### config.mk
export PLATFORM = sky130hd
export DESIGN_NAME = accel_mode_and_data_format
export DESIGN_NICKNAME = d
export VERILOG_FILES = /design/src/accel_pkg.sv /design/src/accel_mode_and_data_format.sv /design/src/accel_trim_loader.sv /design/src/accel_axis_format.sv
export SDC_FILE = /design/constraint.sdc
export NUM_CORES = 2
export LEC_CHECK = 0
export ABC_AREA = 1
export ABC_CLOCK_PERIOD_IN_PS = 9150
export BUFFER_PORTS_ARGS = -buffer_cell sky130_fd_sc_hd__buf_4
export CAP_MARGIN = 10
export CORE_MARGIN = 2
export CORE_UTILIZATION = 64
export DETAILED_ROUTE_END_ITERATION = 10
export PLACE_DENSITY = 0.94
export SLEW_MARGIN = 30
export SYNTH_ARGS = -nofsm -noshare
export SYNTH_HDL_FRONTEND = slang
export SYNTH_SLANG_ARGS = --single-unit
### constraint.sdc
create_clock -name core_clk -period 9.15 [get_ports core_clk]
set_input_delay 1.83 -clock core_clk [delete_from_list [all_inputs] [get_ports core_clk]]
set_output_delay 1.83 -clock core_clk [all_outputs]
set_load 0.005 [all_outputs]
### src/accel_pkg.sv
// shared constants and carrier types for the acceleration mode/format block
package accel_pkg;
  localparam int unsigned SAMPLE_W      = 14;                 // full result width
  localparam int unsigned UPPER_W       = 8;                  // upper byte width
  localparam int unsigned LOWER_PAD     = 2;                  // unused low bits of lower byte
  localparam int unsigned NUM_AXES      = 3;                  // x, y, z
  localparam int unsigned CLK_HZ        = 40_000_000;         // core clock rate
  localparam int unsigned BOOT_US       = 1000;               // longest boot time, us
  localparam int unsigned BOOT_CYC      = BOOT_US * (CLK_HZ / 1_000_000);
  localparam int unsigned WAKE_EXTRA_MS = 1;                  // standby to active extra, ms
  localparam int unsigned WAKE_EXTRA_CYC = WAKE_EXTRA_MS * (CLK_HZ / 1000);
  localparam int unsigned WAKE_PERIODS  = 2;                  // output periods before valid
  localparam int unsigned RES_FACTOR    = 64;                 // 14-bit vs 8-bit step ratio
  localparam int unsigned LSB_2G_UG     = 244;                // ug per count, 2 g range
  localparam int unsigned LSB_8G_UG     = 976;                // ug per count, 8 g range
  localparam logic [7:0]  LOW_NOISE_LOC = 8'h2A;              // low-noise control location
  localparam logic [1:0]  OVS_LOW_POWER = 2'h0;               // lowest-power oversampling mode
  localparam logic [13:0] OFFSET_RST    = 14'h0000;           // user offset reset value
  localparam logic [13:0] SAMPLE_RST    = 14'h0000;           // sample reset value

  // full-scale range selections
  typedef enum logic [1:0] {RANGE_2G, RANGE_4G, RANGE_8G} range_e;
  // power modes
  typedef enum logic [1:0] {MODE_OFF, MODE_STANDBY, MODE_WAKE, MODE_SLEEP} mode_e;

  // one axis worth of data
  typedef logic signed [SAMPLE_W-1:0] sample_t;

  // host-visible configuration bits
  typedef struct packed {
    logic       active;      // active control bit
    logic       upper_only;  // upper-byte-only read
    logic       low_noise;   // low-noise setting
    range_e     range;       // full-scale range
    logic [1:0] ovs_mode;    // oversampling selection
  } ctrl_s;

  // trim values per axis
  typedef struct packed {
    sample_t gain_adj;       // sensitivity trim (signed, 1/8192 units)
    sample_t offset;         // offset trim
  } trim_s;

  // output register pair
  typedef struct packed {
    logic [7:0] upper;
    logic [7:0] lower;
  } out_pair_s;
endpackage

### src/accel_mode_and_data_format.sv
// power-mode control and output data formatting for a three-axis sensor
`timescale 1ns/10ps
module accel_mode_and_data_format
  import accel_pkg::*;
#(
  parameter int unsigned BOOT_CYCLES  = BOOT_CYC,       // boot wait, shortenable
  parameter int unsigned EXTRA_CYCLES = WAKE_EXTRA_CYC, // 1 ms wake extra, shortenable
  parameter int unsigned EVENTS       = 4               // event sources routed to pins
) (
  input  wire logic                 core_clk,
  input  wire logic                 rst,
  input  wire logic                 supply_ok,        // supply above off threshold (pin)
  input  wire ctrl_s                ctrl,             // control_one / control_two bits
  input  wire logic                 sample_tick,      // one per output_rate period
  input  wire logic                 sleep_req,        // from auto-sleep logic
  input  wire logic                 wake_req,         // from auto-wake logic
  input  wire sample_t              raw [NUM_AXES],   // converter results
  input  wire sample_t              user_offset [NUM_AXES],
  input  wire logic                 offset_wr,        // host writes offsets
  input  wire logic [EVENTS-1:0]    events,           // detector levels
  input  wire logic [EVENTS-1:0]    event_route,      // 1 routes to pin two
  output logic [1:0]                trim_addr,        // trim_store address
  input  wire trim_s                trim_data,        // trim_store data
  output logic                      bus_ready,        // serial access serviced
  output logic                      analog_en,        // analog subsystem on
  output logic                      clocks_en,        // internal clocks on
  output mode_e                     mode,             // present power mode
  output logic                      data_valid_r,     // output registers hold good data
  output out_pair_s                 out [NUM_AXES],   // per-axis output registers
  output range_e                    eff_range,        // range used for data and thresholds
  output logic [1:0]                eff_ovs,          // oversampling in use
  output logic                      low_power,        // lowest-power oversampling
  output logic [15:0]               lsb_ug,           // micro-g per 14-bit count
  output logic                      int_one_r,        // interrupt pin one
  output logic                      int_two_r         // interrupt pin two
);
  // elaboration guards on the parameters
  if (EVENTS < 1) begin : g_bad_events
    $error("need at least one event source");
  end
  if (BOOT_CYCLES < 1 || EXTRA_CYCLES < 1) begin : g_bad_counts
    $error("counts must be positive");
  end

  // supply and control pins come from outside the clock domain
  logic        sup_s1_r, sup_s2_r;   // supply synchroniser
  ctrl_s       ctl_s1_r, ctl_s2_r;   // control synchroniser
  logic [1:0]  slw_s1_r, slw_s2_r;   // sleep/wake request synchroniser

  always_ff @(posedge core_clk or posedge rst) begin
    if (rst) begin
      sup_s1_r <= 1'b0;
      sup_s2_r <= 1'b0;
      ctl_s1_r <= '0;
      ctl_s2_r <= '0;
      slw_s1_r <= 2'h0;
      slw_s2_r <= 2'h0;
    end else begin
      sup_s1_r <= supply_ok;
      sup_s2_r <= sup_s1_r;
      ctl_s1_r <= ctrl;
      ctl_s2_r <= ctl_s1_r;
      slw_s1_r <= {sleep_req, wake_req};
      slw_s2_r <= slw_s1_r;
    end
  end

  // boot counter: bus held off until the counter runs out and the trim load finishes
  localparam int unsigned BW = $clog2(BOOT_CYCLES + 1);
  logic [BW-1:0] boot_cnt_r;   // cycles since supply good
  logic          booted_r;     // boot finished

  always_ff @(posedge core_clk or posedge rst) begin
    if (rst) begin
      boot_cnt_r <= '0;
      booted_r   <= 1'b0;
    end else if (!sup_s2_r) begin
      boot_cnt_r <= '0;          // power loss restarts the boot
      booted_r   <= 1'b0;
    end else if (!booted_r) begin
      if (boot_cnt_r == BW'(BOOT_CYCLES - 1)) begin
        booted_r <= 1'b1;
      end
      boot_cnt_r <= boot_cnt_r + BW'(1);
    end
  end

  // trim loader starts once the boot has finished
  trim_s trim [NUM_AXES];   // loaded trim per axis
  logic  trim_done;         // all axes loaded

  accel_trim_loader #(
    .AXES      (NUM_AXES)
  ) u_trim (
    .core_clk  (core_clk),
    .rst       (rst),
    .start     (booted_r),
    .trim_addr (trim_addr),
    .trim_data (trim_data),
    .trim_r    (trim),
    .done_r    (trim_done)
  );

  // power mode state
  mode_e mode_r, mode_nxt;   // present and next mode
  logic  enter_active;       // standby to active this cycle

  // mode decision; off wins, then the active bit
  always_comb begin
    mode_nxt = mode_r;
    case (mode_r)
      MODE_OFF: begin
        if (booted_r && trim_done) begin
          mode_nxt = MODE_STANDBY;
        end
      end
      MODE_STANDBY: begin
        if (ctl_s2_r.active) begin
          mode_nxt = MODE_WAKE;
        end
      end
      MODE_WAKE: begin
        if (!ctl_s2_r.active) begin
          mode_nxt = MODE_STANDBY;
        end else if (slw_s2_r[1]) begin
          mode_nxt = MODE_SLEEP;
        end
      end
      MODE_SLEEP: begin
        if (!ctl_s2_r.active) begin
          mode_nxt = MODE_STANDBY;
        end else if (slw_s2_r[0]) begin
          mode_nxt = MODE_WAKE;
        end
      end
      default: begin
        mode_nxt = MODE_OFF;
      end
    endcase
    if (!sup_s2_r) begin
      mode_nxt = MODE_OFF;
    end
  end

  // mode register
  always_ff @(posedge core_clk or posedge rst) begin
    if (rst) begin
      mode_r <= MODE_OFF;
    end else begin
      mode_r <= mode_nxt;
    end
  end

  assign enter_active = (mode_r == MODE_STANDBY) && (mode_nxt == MODE_WAKE);
  assign mode         = mode_r;

  // standby: digital only, bus still serviced
  assign bus_ready = (mode_r != MODE_OFF);
  // sleep and wake both count as active
  assign analog_en = (mode_r == MODE_WAKE) || (mode_r == MODE_SLEEP);
  assign clocks_en = analog_en;

  // configuration latched on entry to active, so mid-run edits cannot tear data
  ctrl_s cfg_r;   // settings in use

  // settings latched on the standby-to-active edge
  always_ff @(posedge core_clk or posedge rst) begin
    if (rst) begin
      cfg_r <= '0;
    end else if (enter_active) begin
      cfg_r <= ctl_s2_r;
    end
  end

  // range and scale decode
  // low noise pins the range at 4 g
  assign eff_range = cfg_r.low_noise ? RANGE_4G : cfg_r.range;
  // oversampling only reaches output, not range
  assign eff_ovs   = cfg_r.ovs_mode;
  assign low_power = (cfg_r.ovs_mode == OVS_LOW_POWER);

  // scale per count; 4 g sits between the two printed figures
  always_comb begin
    case (eff_range)
      RANGE_2G: lsb_ug = 16'(LSB_2G_UG);
      RANGE_8G: lsb_ug = 16'(LSB_8G_UG);
      default:  lsb_ug = 16'(LSB_2G_UG * 2);
    endcase
  end

  // wake wait: two output periods, then the extra time
  localparam int unsigned EW = $clog2(EXTRA_CYCLES + 1);
  logic [1:0]    tick_cnt_r;    // output periods seen
  logic [EW-1:0] extra_cnt_r;   // extra cycles counted

  // valid data after two periods plus extra
  always_ff @(posedge core_clk or posedge rst) begin
    if (rst) begin
      tick_cnt_r   <= 2'h0;
      extra_cnt_r  <= '0;
      data_valid_r <= 1'b0;
    end else if (!analog_en || enter_active) begin
      tick_cnt_r   <= 2'h0;
      extra_cnt_r  <= '0;
      if (enter_active) begin
        data_valid_r <= 1'b0;
      end
    end else if (!data_valid_r) begin
      if (tick_cnt_r < 2'(WAKE_PERIODS)) begin
        if (sample_tick) begin
          tick_cnt_r <= tick_cnt_r + 2'h1;
        end
      end else if (extra_cnt_r == EW'(EXTRA_CYCLES - 1)) begin
        data_valid_r <= 1'b1;
      end else begin
        extra_cnt_r <= extra_cnt_r + EW'(1);
      end
    end
  end

  // user offset registers; kept across mode changes
  sample_t uoff_r [NUM_AXES];   // host offsets

  always_ff @(posedge core_clk or posedge rst) begin
    if (rst) begin
      for (int a = 0; a < NUM_AXES; a++) begin
        uoff_r[a] <= OFFSET_RST;
      end
    end else if (offset_wr && bus_ready) begin
      for (int a = 0; a < NUM_AXES; a++) begin
        uoff_r[a] <= user_offset[a];
      end
    end
  end

  // per-axis formatting; data registers are the reset-on-activate set
  for (genvar a = 0; a < NUM_AXES; a++) begin : g_fmt
    // data cleared on standby to active
    accel_axis_format u_fmt (
      .core_clk    (core_clk),
      .rst         (rst),
      .load        (sample_tick && analog_en && data_valid_r),
      .clear       (enter_active),
      .raw         (raw[a]),
      .trim        (trim[a]),
      .user_offset (uoff_r[a]),
      .upper_only  (cfg_r.upper_only),
      .out_r       (out[a])
    );
  end

  // event routing to the two pins, only while active
  logic [EVENTS-1:0] ev_s1_r, ev_s2_r;   // event synchroniser

  always_ff @(posedge core_clk or posedge rst) begin
    if (rst) begin
      ev_s1_r <= '0;
      ev_s2_r <= '0;
    end else begin
      ev_s1_r <= events;
      ev_s2_r <= ev_s1_r;
    end
  end

  always_ff @(posedge core_clk or posedge rst) begin
    if (rst) begin
      int_one_r <= 1'b0;
      int_two_r <= 1'b0;
    end else begin
      int_one_r <= analog_en && |(ev_s2_r & ~event_route);
      int_two_r <= analog_en && |(ev_s2_r & event_route);
    end
  end
endmodule

### src/accel_trim_loader.sv
// startup loader that walks the trim store once per axis
`timescale 1ns/10ps
module accel_trim_loader
  import accel_pkg::*;
#(
  parameter int unsigned AXES = NUM_AXES
) (
  input  wire logic                 core_clk,
  input  wire logic                 rst,
  input  wire logic                 start,
  output logic [1:0]                trim_addr,
  input  wire trim_s                trim_data,
  output trim_s                     trim_r [AXES],
  output logic                      done_r
);
  // elaboration guard: the index is only two bits wide
  if (AXES < 1 || AXES > 4) begin : g_bad_axes
    $error("axis count unsupported");
  end

  logic [1:0] idx_r;   // axis being read
  logic       busy_r;  // walk in progress

  assign trim_addr = idx_r;

  // walk sequencer: one axis per cycle, store answers combinationally
  always_ff @(posedge core_clk or posedge rst) begin
    if (rst) begin
      idx_r  <= 2'h0;
      busy_r <= 1'b0;
      done_r <= 1'b0;
    end else if (start && !busy_r && !done_r) begin
      busy_r <= 1'b1;
      idx_r  <= 2'h0;
    end else if (busy_r) begin
      if (idx_r == 2'(AXES - 1)) begin
        busy_r <= 1'b0;
        done_r <= 1'b1;
      end else begin
        idx_r <= idx_r + 2'h1;
      end
    end
  end

  // capture storage; zero until loaded
  for (genvar a = 0; a < AXES; a++) begin : g_axis
    always_ff @(posedge core_clk or posedge rst) begin
      if (rst) begin
        trim_r[a] <= '0;
      end else if (busy_r && idx_r == 2'(a)) begin
        trim_r[a] <= trim_data;
      end
    end
  end
endmodule

### src/accel_axis_format.sv
// per-axis compensation and output byte formatting
`timescale 1ns/10ps
module accel_axis_format
  import accel_pkg::*;
(
  input  wire logic    core_clk,
  input  wire logic    rst,
  input  wire logic    load,
  input  wire logic    clear,
  input  wire sample_t raw,
  input  wire trim_s   trim,
  input  wire sample_t user_offset,
  input  wire logic    upper_only,
  output out_pair_s    out_r
);
  logic signed [27:0] scaled;   // raw times trim gain
  logic signed [15:0] sum;      // compensated with headroom
  sample_t            sat;      // clamped to 14 bits

  // gain trim then offsets; saturate rather than wrap
  always_comb begin
    scaled = 28'(raw) * 28'(trim.gain_adj);
    sum    = 16'(raw) + 16'(scaled >>> 13) + 16'(trim.offset) + 16'(user_offset);
    if (sum > 16'sd8191) begin
      sat = 14'h1FFF;
    end else if (sum < -16'sd8192) begin
      sat = 14'h2000;
    end else begin
      sat = sum[SAMPLE_W-1:0];
    end
  end

  // output register pair, upper holds top 8 bits
  always_ff @(posedge core_clk or posedge rst) begin
    if (rst) begin
      out_r <= '0;
    end else if (clear) begin
      out_r <= '0;
    end else if (load) begin
      out_r.upper <= sat[SAMPLE_W-1 -: UPPER_W];
      // lower byte dropped in upper-only mode: 64x coarser step
      out_r.lower <= upper_only ? 8'h00 : {sat[SAMPLE_W-UPPER_W-1:0], {LOWER_PAD{1'b0}}};
    end
  end
endmodule

==> impl_metrics.toml <==
[outcome]
status = "completed"

[timing]
hold_viol_final = 0
worst_slew_pin_slew_ns = 0.936
setup_viol = 0
fin_crit_sh_pct = 96.6
clock.fmax_mhz = 113
finClkSkew_ns = 0.0124
relSlewSlack_pct = 37.4
slew_viol_final = 0
period_minus_slack_ns = 8.84
tns_ns = 0
hold_slack_ns = 0.342

[synth]
synth_area_leaders = "fa_1 (36%), dfrtp_1 (17%), nand2_1 (12%)"
yosysTopAreaCell = "fa_1"
yosysWarnings = 0
syn_area_per_cell_um2 = 8.24
synthTopCellsByCount = "nand2_1 (1,194), inv_1 (1,116), fa_1 (669)"
synth-seq-cells = 246
seq_area_frac_synth_pct = 16.5
synthFlopType = "dfrtp_1"
synth_most_common_cell = "nand2_1"
synth.distinct_cells = 48
ys_async_sr_fraction_pct = 100
netlist_area_um2 = 37200
synth-edff-count = 0
syn_inst = 4515
synth_top_area_share_pct = 36.0

[cells_and_area]
fin_util_pct = 70.6
final_layout_size_suffix_gt1_share_pct = 9.00
fill_cells = 4213
area.growth.synth_to_final_pct = 9.27
fin_nets = 5734
stdcell_area_um2 = 40600

[global_routing]
track_usage_pct = 36.0
grt_pass1_wl_um = 170000
first_global_vias = 33600
grt_max_degree = 141
gr-total-overflow = 0
antenna_found_initial = 7

[setup_path]
cpMaxStageDelayCell = "fa_1"
crit_type = "in2reg"
crit_top_cell = "nand2_1"
path_depth = 34
arrival_ns = 9.29
crit_family = "adder cells"
reg2regPathDepth = 33
start_kind = "input pin"
critPathBufInv = 10
worst_ep_required_time_ns = 9.60
critPathMaxFanout = 10
slowest_delay_ns = 0.52
endpoint_kind = "flip-flop"

[cts]
cts_made_buffers = 28
cts_buffer_depth = 3
cts_tree = "done"
path_clk_slew_ns = 0.06
clk_latency_ns = 0.58
clock_sinks = 246
htree_levels = 1
hold_buffers = 0
cts-root-buf = "clkbuf_16"

[route]
wire_per_inst_um = 19.0
ant_nets = 0
vias = 30800
drt_wl_total_um = 104000
via_per_inst = 5.62
drc = 0
drtPass1Iterations = 6
drt_iter0_markers = 2684

[floorplan]
fp.dieH_um = 245
num_io_pins = 213
start_util_pct = 64.6
num_rows = 88
dieArea_um2 = 60100
die_w_um = 245
core_um2 = 57600

[flow_run]
drv_cap = 0

[placement]
port_buffers = 196
post_dp_cell_area_um2 = 39600
gp_congestion = 0.987
dp_hpwl_um = 83600

[min_path]
hold_class = "reg2reg"
hold_depth = 0
layer usage:
metal | wire length [µm] | global-route usage (%)
met1 | 38700 | 45.7
met2 | 49900 | 60.6
met5 | 0 | 0
met4 | 6040 | 18.1
met3 | 9170 | 5.43
placed cells by master (no fill, tap or decap), types with 28 or more instances in the layout:
cell type	count
clkbuf_16	28
ha_1	242
o21ai_0	157
a21oi_1	126
xor2_1	54
nor2_1	157
mux2_2	47
xnor2_1	48
fa_1	668
dfrtp_1	246
buf_4	266
inv_1	1114
nand2_1	1191
nand3_1	126
nor3_1	33
final timing paths:
kind,start,endpoint,slack [ns]
setup / recovery,raw[13],g_fmt[2].u_fmt.out_r[12],0.31
hold / removal,slw_s1_r[0],slw_s2_r[0],0.34
setup reg to reg,u_trim.trim_r[17],g_fmt[2].u_fmt.out_r[12],0.85
hold reg to reg,slw_s1_r[0],slw_s2_r[0],0.34
max in group asynchronous,rst,uoff_r[39],6.58
min in group asynchronous,rst,g_fmt[2].u_fmt.out_r[4],1.36
layout make-up:
type	instances	area, µm²	share of cell area, %
Multi-Input combinational cell	3025	26300	64.8
Clock inverter	16	209	0.514
Antenna cell	5	12.5	0.0308
Clock buffer	34	753	1.85
Sequential cell	246	6160	15.1
Timing Repair Buffer	267	2020	4.96
Tap cell	765	957	2.35
Inverter	1121	4220	10.4
worst reg2reg max path: cells and delay by family, from the launching register on:
kind / cells / cell delay [ns]
adder cells (fa/ha/maj): 9 / 4.31
buffers and inverters: 5 / 0.44
AND/OR/NAND/NOR: 15 / 1.82
flip-flops: 1 / 0.86
AO/OA/AOI/OAI: 4 / 0.78
metrics by stage:
step / std cells / setup WS (ns)
floorplan: 4529 / 0.535
global placement: 5424 / 0.0202
detailed placement: 5424 / -0.269
CTS: 5474 / 0.318
global route: 5476 / -0.0109
finish: 5479 / 0.310
registers in the layout (all words and copies together) (netlist names), 4 cells and up:
name               count
ctl_s2_r               7
ev_s1_r                4
ctl_s1_r               7
g_fmt.u_fmt.out_r     42
extra_cnt_r           16
u_trim.trim_r         84
cfg_r                  4
ev_s2_r                4
uoff_r                42
boot_cnt_r            16
what timing repair did:
action,CTS,global route
resized for setup,0,11
setup buffers,0,0
endpoints found under the setup margin,0,23
cells by family after synthesis:
| group | count (synthesis) | synth area share [%] |
|---|---|---|
| simple gates | 1610 | 17.7 |
| buf+inv | 1258 | 12.9 |
| fa+ha+maj | 911 | 44.1 |
| compound gates | 338 | 4.84 |
| flops | 246 | 16.5 |
| xor+xnor | 103 | 2.43 |
| mux | 47 | 1.42 |
| other cells | 2 | 0.0202 |
Power is left out: the tool's default activity adds up to more than one toggle a clock period on the data nets, which glitch-free logic cannot reach.
